<file path="config.mk">
export PLATFORM = sky130hd
export DESIGN_NAME = sia_allocator
export DESIGN_NICKNAME = d
export VERILOG_FILES = /design/src/pkg/sia_pkg.sv /design/src/hdl/sia_allocator.sv /design/src/hdl/sia_out_mux.sv
export SDC_FILE = /design/constraint.sdc
export NUM_CORES = 1
export LEC_CHECK = 0
export ABC_AREA = 1
export BUFFER_PORTS_ARGS = -buffer_cell sky130_fd_sc_hd__buf_2
export CORE_MARGIN = 1.5
export CORE_UTILIZATION = 45
export CTS_CLUSTER_SIZE = 16
export DETAILED_ROUTE_END_ITERATION = 10
export GPL_TIMING_DRIVEN = 0
export PLACE_DENSITY = 0.71
export REMOVE_ABC_BUFFERS = 1
export SLEW_MARGIN = 30
export SYNTH_ARGS = -nofsm -noshare
export SYNTH_HDL_FRONTEND = slang
export SYNTH_HIERARCHICAL = 1
export SYNTH_SLANG_ARGS = --single-unit
</file>
<file path="constraint.sdc">
create_clock -name clk -period 5.53 [get_ports clk]
set_input_delay 0.8295 -clock clk [delete_from_list [all_inputs] [get_ports clk]]
set_output_delay 0.8295 -clock clk [all_outputs]
set_load 0.01 [all_outputs]
</file>
<file path="src/pkg/sia_pkg.sv">
// Package for the servo I/O signal allocator: constants, codes, carriers
package sia_pkg;

   // --------------------------------------------------------------
   // Sizes
   // --------------------------------------------------------------
   localparam int NUM_PINS  = 7;   // circuits 13,7,8,9,10,11,12 in that order
   localparam int NUM_IFN   = 8;
   localparam int NUM_OFN   = 9;
   localparam int NUM_OCIRC = 3;   // 1(2), 23(24), 25(26)
   localparam int SEL_W     = 4;
   localparam int OSEL_W    = 2;
   localparam int LATCH_FIRST = 5; // input functions 5..7 are the latches
   localparam int NUM_LATCH = 3;

   // --------------------------------------------------------------
   // Selector codes
   // --------------------------------------------------------------
   localparam logic [3:0] CODE_ON           = 4'h7;
   localparam logic [3:0] CODE_OFF          = 4'h8;
   localparam logic [3:0] CODE_INV_BASE     = 4'h9;
   localparam logic [3:0] CODE_LATCH_LO     = 4'h4;
   localparam logic [3:0] CODE_LATCH_INV_LO = 4'hD;
   localparam logic [1:0] OCODE_NONE        = 2'h0;

   // Functions whose default active level is high (both overtravels)
   localparam logic [NUM_IFN-1:0] IFN_DEF_HIGH = 8'h03;

   // Output function indices
   localparam int OFN_DONE  = 0;
   localparam int OFN_VCMP  = 1;
   localparam int OFN_VLT   = 5;
   localparam int OFN_BRAKE = 6;
   localparam int OFN_NEAR  = 8;

   // --------------------------------------------------------------
   // Register map
   // --------------------------------------------------------------
   localparam int ADDR_W = 8;
   localparam logic [ADDR_W-1:0] REG_IN_SEL  = 8'h00;
   localparam logic [ADDR_W-1:0] REG_OUT_SEL = 8'h04;
   localparam logic [ADDR_W-1:0] REG_OUT_CTL = 8'h08;
   localparam logic [ADDR_W-1:0] REG_STATUS  = 8'h0C;
   localparam logic [ADDR_W-1:0] REG_REJECT  = 8'h10;

   localparam logic [31:0] IN_SEL_RST  = 32'h88888888;
   localparam logic [17:0] OUT_SEL_RST = 18'h00000;
   localparam logic [3:0]  OUT_CTL_RST = 4'h0;

   localparam int CTL_BRAKE_POS = 3;  // OUT_CTL bits 2:0 invert circuits
   localparam int ST_PIN_LSB    = 0;
   localparam int ST_IFN_LSB    = 8;
   localparam int ST_OCIRC_LSB  = 16;
   localparam int ST_MODE_LSB   = 20;

   // --------------------------------------------------------------
   // Types
   // --------------------------------------------------------------
   typedef enum logic [1:0] {MODE_POSITION, MODE_SPEED, MODE_FORCE} sia_mode_t;

   typedef struct packed {
      logic latch_in_3;
      logic latch_in_2;
      logic latch_in_1;
      logic homing_decel_in;
      logic rev_force_limit_in;
      logic fwd_force_limit_in;
      logic rev_overtravel_in;
      logic fwd_overtravel_in;
   } sia_in_func_t;

   typedef struct packed {
      logic near_out;
      logic warning_out;
      logic brake_interlock_out;
      logic speed_limit_out;
      logic force_limit_out;
      logic servo_ready_out;
      logic moving_out;
      logic speed_match_out;
      logic position_done_out;
   } sia_out_func_t;

   typedef struct packed {
      logic              psel;
      logic              penable;
      logic              pwrite;
      logic [ADDR_W-1:0] paddr;
      logic [31:0]       pwdata;
   } sia_apb_req_t;

   typedef struct packed {
      logic [31:0] prdata;
      logic        pready;
      logic        pslverr;
   } sia_apb_rsp_t;

endpackage

</file>
<file path="src/hdl/sia_allocator.sv">
// Servo I/O signal allocator: APB registers, input routing, output driving
//
// The APB interface to the registers and the placing of the registers are this design's own decisions.
`timescale 1ns/1ps
// Behaviour
// - Each input function's 4-bit code picks circuit, inverted level, or forced state.
// - Overtravels default active high; force limits and homing default active low.
// - Latch functions route only from circuits 10..12, or forced on or off.
// - Latch codes naming circuits 13, 7, 8 or 9 are rejected, not applied.
// - Functions sharing a circuit all follow its level, each with own polarity.
// - Output functions sharing an output circuit are ORed together.
// - Output functions not evaluated in the current mode read as inactive.
// - Brake interlock output may be inverted to positive logic.
// - Output codes 1..3 pick circuits 1(2), 23(24), 25(26); 0 leaves unassigned.
module sia_allocator
   import sia_pkg::*;
(
   input  wire logic                  clk,
   input  wire logic                  nrst,
   input  wire sia_apb_req_t          apb_req,
   output sia_apb_rsp_t               apb_rsp,
   input  wire logic [NUM_PINS-1:0]   in_pin,
   input  wire sia_mode_t             ctl_mode,
   input  wire sia_out_func_t         out_func,
   output sia_in_func_t               in_func,
   output logic      [NUM_OCIRC-1:0]  out_circ
);

   // ----------------------------------------------------------------
   // Input synchroniser
   // ----------------------------------------------------------------
   logic [NUM_PINS-1:0] pin_s1;
   logic [NUM_PINS-1:0] pin_s2;

   always_ff @(posedge clk)
   begin
      if (!nrst)
      begin
         pin_s1 <= '0;
         pin_s2 <= '0;
      end
      else
      begin
         pin_s1 <= in_pin;
         pin_s2 <= pin_s1;
      end
   end

   // ----------------------------------------------------------------
   // Register state
   // ----------------------------------------------------------------
   logic [NUM_IFN*SEL_W-1:0]   in_sel;
   logic [NUM_OFN*OSEL_W-1:0]  out_sel;
   logic [3:0]                 out_ctl;
   logic [NUM_LATCH-1:0]       reject;
   logic [31:0]                rdata;
   logic [NUM_IFN*SEL_W-1:0]   next_in_sel;
   logic [NUM_OFN*OSEL_W-1:0]  next_out_sel;
   logic [3:0]                 next_out_ctl;
   logic [NUM_LATCH-1:0]       next_reject;
   logic [NUM_LATCH-1:0]       rej_hit;
   logic [31:0]                next_rdata;
   logic                       wr_acc;
   logic                       rd_setup;
   logic                       mapped;
   logic [31:0]                status_word;

   function automatic logic latch_code_ok(input logic [3:0] code);
      latch_code_ok = (code >= CODE_LATCH_LO && code <= CODE_OFF)
                      || code >= CODE_LATCH_INV_LO;
   endfunction

   always_comb
   begin
      mapped   = apb_req.paddr == REG_IN_SEL || apb_req.paddr == REG_OUT_SEL
                 || apb_req.paddr == REG_OUT_CTL || apb_req.paddr == REG_STATUS
                 || apb_req.paddr == REG_REJECT;
      wr_acc   = apb_req.psel && apb_req.penable && apb_req.pwrite;
      rd_setup = apb_req.psel && !apb_req.penable && !apb_req.pwrite;
   end

   always_comb
   begin
      status_word = '0;
      status_word[ST_PIN_LSB +: NUM_PINS]     = pin_s2;
      status_word[ST_IFN_LSB +: NUM_IFN]      = in_func;
      status_word[ST_OCIRC_LSB +: NUM_OCIRC]  = out_circ;
      status_word[ST_MODE_LSB +: 2]           = ctl_mode;
   end

   always_comb
   begin
      next_in_sel  = in_sel;
      next_out_sel = out_sel;
      next_out_ctl = out_ctl;
      rej_hit      = '0;
      if (wr_acc && apb_req.paddr == REG_IN_SEL)
      begin
         for (int f = 0; f < NUM_IFN; f++)
         begin
            // Illegal latch codes keep the old nibble so routing never breaks
            if (f >= LATCH_FIRST && !latch_code_ok(apb_req.pwdata[f*SEL_W +: SEL_W]))
            begin
               rej_hit[f - LATCH_FIRST] = 1'b1;
            end
            else
            begin
               next_in_sel[f*SEL_W +: SEL_W] = apb_req.pwdata[f*SEL_W +: SEL_W];
            end
         end
      end
      if (wr_acc && apb_req.paddr == REG_OUT_SEL)
      begin
         next_out_sel = apb_req.pwdata[NUM_OFN*OSEL_W-1:0];
      end
      if (wr_acc && apb_req.paddr == REG_OUT_CTL)
      begin
         next_out_ctl = apb_req.pwdata[3:0];
      end
      // Write one to clear; a new rejection in the same cycle wins
      next_reject = reject;
      if (wr_acc && apb_req.paddr == REG_REJECT)
      begin
         next_reject = reject & ~apb_req.pwdata[NUM_LATCH-1:0];
      end
      next_reject = next_reject | rej_hit;
   end

   always_comb
   begin
      next_rdata = rdata;
      if (rd_setup)
      begin
         case (apb_req.paddr)
            REG_IN_SEL:  next_rdata = in_sel;
            REG_OUT_SEL: next_rdata = 32'(out_sel);
            REG_OUT_CTL: next_rdata = 32'(out_ctl);
            REG_STATUS:  next_rdata = status_word;
            REG_REJECT:  next_rdata = 32'(reject);
            default:     next_rdata = '0;
         endcase
      end
   end

   always_ff @(posedge clk)
   begin
      if (!nrst)
      begin
         in_sel  <= IN_SEL_RST;
         out_sel <= OUT_SEL_RST;
         out_ctl <= OUT_CTL_RST;
         reject  <= '0;
         rdata   <= '0;
      end
      else
      begin
         in_sel  <= next_in_sel;
         out_sel <= next_out_sel;
         out_ctl <= next_out_ctl;
         reject  <= next_reject;
         rdata   <= next_rdata;
      end
   end

   // Read data is captured in the setup cycle, so no wait states
   always_comb
   begin
      apb_rsp.prdata  = rdata;
      apb_rsp.pready  = 1'b1;
      apb_rsp.pslverr = apb_req.psel && apb_req.penable && !mapped;
   end

   // ----------------------------------------------------------------
   // Input function routing
   // ----------------------------------------------------------------
   logic [NUM_IFN-1:0] next_func;
   logic [NUM_IFN-1:0] func_q;

   genvar g;
   generate
      for (g = 0; g < NUM_IFN; g++)
      begin : g_ifn
         logic [3:0] code;
         logic [3:0] idx;
         logic       act_high;
         always_comb
         begin
            code     = in_sel[g*SEL_W +: SEL_W];
            act_high = IFN_DEF_HIGH[g] ^ (code >= CODE_INV_BASE);
            idx      = (code >= CODE_INV_BASE) ? code - CODE_INV_BASE : code;
            if (code == CODE_ON)
            begin
               next_func[g] = 1'b1;
            end
            else if (code == CODE_OFF)
            begin
               next_func[g] = 1'b0;
            end
            else
            begin
               // Shared circuits feed every user from the same sample
               next_func[g] = pin_s2[idx[2:0]] == act_high;
            end
         end
      end
   endgenerate

   always_ff @(posedge clk)
   begin
      if (!nrst)
      begin
         func_q <= '0;
      end
      else
      begin
         func_q <= next_func;
      end
   end

   assign in_func = sia_in_func_t'(func_q);

   // ----------------------------------------------------------------
   // Output circuits
   // ----------------------------------------------------------------
   sia_out_mux u_out_mux
   (
      .clk       (clk),
      .nrst      (nrst),
      .func      (out_func),
      .sel       (out_sel),
      .circ_inv  (out_ctl[NUM_OCIRC-1:0]),
      .brake_pos (out_ctl[CTL_BRAKE_POS]),
      .mode      (ctl_mode),
      .circ      (out_circ)
   );
endmodule

</file>
<file path="src/hdl/sia_out_mux.sv">
// Output side: validity by mode, brake polarity, OR onto output circuits
`timescale 1ns/1ps
module sia_out_mux
   import sia_pkg::*;
(
   input  wire logic                        clk,
   input  wire logic                        nrst,
   input  wire sia_out_func_t               func,
   input  wire logic [NUM_OFN*OSEL_W-1:0]   sel,
   input  wire logic [NUM_OCIRC-1:0]        circ_inv,
   input  wire logic                        brake_pos,
   input  wire sia_mode_t                   mode,
   output logic      [NUM_OCIRC-1:0]        circ
);

   logic [NUM_OFN-1:0]   state;
   logic [NUM_OCIRC-1:0] next_circ;

   always_comb
   begin
      state = func;
      // Functions not evaluated in this mode count as inactive
      if (mode != MODE_POSITION)
      begin
         state[OFN_DONE] = 1'b0;
         state[OFN_NEAR] = 1'b0;
      end
      if (mode != MODE_SPEED)
      begin
         state[OFN_VCMP] = 1'b0;
      end
      if (mode != MODE_FORCE)
      begin
         state[OFN_VLT] = 1'b0;
      end
      // Positive logic loses the fail-safe on a broken brake line
      state[OFN_BRAKE] = func.brake_interlock_out ^ brake_pos;
   end

   genvar c;
   generate
      for (c = 0; c < NUM_OCIRC; c++)
      begin : g_circ
         logic [NUM_OFN-1:0] hit;
         always_comb
         begin
            hit = '0;
            for (int f = 0; f < NUM_OFN; f++)
            begin
               hit[f] = state[f] && (sel[f*OSEL_W +: OSEL_W] == OSEL_W'(c + 1));
            end
            next_circ[c] = (|hit) ^ circ_inv[c];
         end
      end
   endgenerate

   always_ff @(posedge clk)
   begin
      if (!nrst)
      begin
         circ <= '0;
      end
      else
      begin
         circ <= next_circ;
      end
   end
endmodule

</file>
# Yosys cells after proc, flatten, opt, wreduce, memory -nomap -nowiden
# Index checks and enable logic that the tools add are counted.
# word_totals
output_inout_bits	45
word_cells	218
regBits	114
input_bits	63
# op_classes
n_eq_ne	57
n_reduce_logical	57
mux	50
bitwise	9
addsub	8
order_cmp	25
# ops
op	n
$pmux 32 s5	1
$ge 4x4->1 const B	11
$logic_and 1x1->1	39
$eq 2x2->1 const B	18
$eq 4x3->1 const B	8
$eq 4x4->1 const B	8
$lt 3x4->1 const B	8
$mux 1	31
$mux 3	10
$reduce_or 9->1	3
$bmux 1 s3	8
$sub 3x1->3 const B	8
$eq 2x1->1 const B	9
$eq 8x4->1 const B	2
$ge 4x3->1 const B	3
$le 4x4->1 const B	3
$eq 1x1->1	8
$eq 8x3->1 const B	1
$eq 8x5->1 const B	1
$logic_not 8->1	1
$logic_or 1x1->1	7
$reduce_and 2->1	3
$xor 1x1->1	4
$and 3x3->3	1
other kinds (7)	10

# Depth between registers and ports, before layout
# logic_depth
ltp_word	7
depth_mapped	15

# By module
# Netlist, hierarchy kept.
# modules_own_cells
module	area_each_um2	seq_area_each_um2	instances	cells_each
sia_allocator	6438.7	2222.1	1	974
sia_out_mux	535.5	60.1	1	107

# Worst setup path after synthesis
# Ideal clock, no wire load.
# synth_timing
path_type	in2out
startpoint	input port apb_req[39] (netlist bit)
endpoint	output port apb_rsp[0] (netlist bit)
cell_stages	3
arrival_ps	1564
setup_slack_ps	3137
n_path_buf	0
t_required_ps	4701
path_cell_list	or2_4 > nor4_2 > a211oi_1
# synth_rtl
item	line	rtl
from (decl)	sia_allocator.sv:20	input wire sia_apb_req_t apb_req,
to (decl)	sia_allocator.sv:21	output sia_apb_rsp_t apb_rsp,

# Final worst setup path
# layout_timing
startpoint	input port apb_req[39] (netlist bit)
endpoint	register in_sel[4]
# layout_via
elab_chain_len	2
# layout_lines
item	line	rtl
$logic_not 8->1	sia_allocator.sv:97	if (wr_acc && apb_req.paddr == REG_IN_SEL)
$logic_and 1x1->1	sia_allocator.sv:97	
to (signal assigned)	sia_allocator.sv:157	in_sel <= next_in_sel;
to (decl)	sia_allocator.sv:52	logic [NUM_IFN*SEL_W-1:0] in_sel;
# No other way between the ends.
# A chain may end at the register's enable or synchronous reset.

==> flow_metrics.env <==
export IMPL_fmax_mhz=330
export IMPL_ys_warn_count=6
export IMPL_dieHeight_um=127
export IMPL_antennaDiodeCount=0
export IMPL_drt_iter0_drc=535
export IMPL_netlist_area_sq_um=6970
export IMPL_finalNetCount=1267
export IMPL_portBuffers=106
export IMPL_finClkSkew_ps=7.43
export IMPL_tritoncts="built"
export IMPL_boundaryPins=108
export IMPL_synth_most_common_cell="nand2_1"
export IMPL_async_reset_ff_share_pct=0
export IMPL_grt_start_max_net_pins=84
export IMPL_path_clk_slew_ps=50
export IMPL_htreeDepth=4
export IMPL_arrival_ps=3330
export IMPL_path_class="input port to register"
export IMPL_peakVddDrop_mv=0.178
export IMPL_core_area_sq_um=15100
export IMPL_drc_errors=0
export IMPL_wl_per_cell_um=14.7
export IMPL_area_delta_synth_final_pct=17.0
export IMPL_preCtsSetupSlack_ps=2110
export IMPL_ys_flop_type="dfxtp_1"
export IMPL_cts_made_buffers=17
export IMPL_finalHoldViolCount=0
export IMPL_finalSetupViolCount=0
export IMPL_cp_required_ps=5830
export IMPL_crit_chain="buf_2 -> or2_4 -> nor2_4 -> nand2_2 -> nor2_4 -> inv_2 -> nor2_4 -> inv_2 -> o21ai_0 -> a21oi_1"
export IMPL_fin_crit_sh_pct=54.8
export IMPL_synth_area_leaders="dfxtp_1 (33%), nand2_1 (15%), nand3_1 (13%)"
export IMPL_cts_path_max_buffers=2
export IMPL_root_buffer="clkbuf_16"
export IMPL_routed_wl_um=20200
export IMPL_rsz0062_at_grt="no"
export IMPL_clock_sinks=114
export IMPL_critPathMaxStageDelay_ps=610
export IMPL_worstMarginPinSlew_ps=782
export IMPL_post_cts_resize_count=0
export IMPL_post_cts_buffers=0
export IMPL_antenna_left=0
export IMPL_first_pass_iters=5
export IMPL_maxSlewHeadroom_pct=47.8
export IMPL_slew_viol_final=0
export IMPL_clkLatencyLatePin_ps=420
export IMPL_setup_ws_ps=2500
export IMPL_fin_crit_ps=3030
export IMPL_synth_top_cell_by_area="dfxtp_1"
export IMPL_worstPathMaxFanout=24
export IMPL_drive_gt1_share_pct=15.5
export IMPL_rows=45
export IMPL_cpMaxStageDelayCell="nor2_4"
export IMPL_crit_top_cell="nor2_4"
export IMPL_start_util_pct=46.0
export IMPL_place_congestion=0.925
export IMPL_maxCapViolations=0
export IMPL_num_vias=7398
export IMPL_placed_cell_area_sq_um=7580
export IMPL_ys_types=39
export IMPL_start_kind="input port"
export IMPL_antenna_found_initial=0
export IMPL_hold_buffers=0
export IMPL_outcome="complete, no violations"
export IMPL_hold_class="register to register"
export IMPL_yosys_area_top_type_share_pct=32.7
export IMPL_tns_ps=0
export IMPL_ys_seq_area_share_pct=32.7
export IMPL_grt_pass1_wl_um=32400
export IMPL_grt_util_all_layers_pct=25.3
export IMPL_overflow=0
export IMPL_fin_area_sq_um=8160
export IMPL_grt_pass1_vias=6597
export IMPL_syn_inst=1081
export IMPL_power_density_nw_per_um2=250
export IMPL_syn_avg_cell_area_sq_um=6.45
export IMPL_hpwl_um=14300
export IMPL_synth_edf_count=0
export IMPL_ys_ff_latch=114
export IMPL_vias_per_cell=5.40
export IMPL_synth_common_cells="nand2_1 (287), nand3_1 (183), inv_1 (118)"
export IMPL_leakage_nw=3.93
export IMPL_dieArea_sq_um=16300
export IMPL_end_kind="register"
export IMPL_die_x_um=127
## stage by stage
stage               power (W)  hold WS [ps]  util (%)  cells
CTS                   0.00205           410      53.9   1369
floorplan            0.000908           390         -   1045
global route          0.00210           439      53.9   1369
detailed placement   0.000973           400      50.1   1341
global placement     0.000971           397      49.9   1339
finish                0.00204           408      53.9   1369
## cells in the final DEF, fill, tap and decap left out, drive strengths merged, types with 5 or more instances in the layout
master  Yosys  layout
nor2       75      75
ha         32      32
a21oi      78      78
inv       130     130
nor3        5       5
nand2     296     296
clkbuf     20      23
o21ai      81      81
nand4       6       6
nand3     188     188
buf        16     108
o211ai     17      17
dfxtp     114     114
## sequential cells by signal (all words and copies together), names as in the netlist
register	flops
reject	3
u_out_mux/circ	3
rdata	32
out_ctl	4
out_sel	18
in_func	8
in_sel	32
pin_s2	7
pin_s1	7
## cell families after synthesis
logic type,count (synthesis),share of synthesized area (%)
flip-flops,114,32.7
other,1,0.0538
adder cells (fa/ha/maj),32,5.74
buffers and inverters,168,9.87
AO/OA/AOI/OAI,186,14.4
AND/OR/NAND/NOR,580,37.2
## report_power, final
group          leakage [nW]  total, W  switching [W]  internal [W]
registers             0.923  0.000842     0.00000923      0.000832
clock network         0.283   0.00108       0.000371      0.000710
logic                  2.73  0.000116      0.0000744     0.0000414
## final cells by class
| class | instances | area [sq um] |
|---|---|---|
| Multi-Input combinational cell | 799 | 4010 |
| Clock inverter | 5 | 77.6 |
| Sequential cell | 114 | 2280 |
| Inverter | 132 | 499 |
| Fill cell | 1528 | 6990 |
| Tap cell | 188 | 235 |
| Timing Repair Buffer | 108 | 556 |
| Clock buffer | 23 | 498 |
## final timing paths
kind	from	endpoint	slack [ps]	depth (start not counted)
max	apb_req[39]	in_sel[4]$_SDFFE_PN0P_	2500	10
min	pin_s1[3]$_SDFF_PN0_	pin_s2[3]$_SDFF_PN0_	410	2
max reg2reg	in_sel[4]$_SDFFE_PN0P_	in_func[1]$_SDFF_PN0_	3370	13
min reg2reg	pin_s1[3]$_SDFF_PN0_	pin_s2[3]$_SDFF_PN0_	410	2
## critical path, delay by kind of cell
kind	cells	cell delay (ps)
simple gates	5	1360
buf+inv	3	800
compound gates	2	340
## routing by layer
| metal | share of wire [%] | GRT usage, % |
|---|---|---|
| met5 | 0 | 0 |
| met4 | 2.6 | 10.6 |
| met3 | 5.9 | 4.82 |
| met2 | 47 | 41.5 |
| met1 | 45 | 32.6 |
Note: power is estimated with default switching activity, not from simulation.
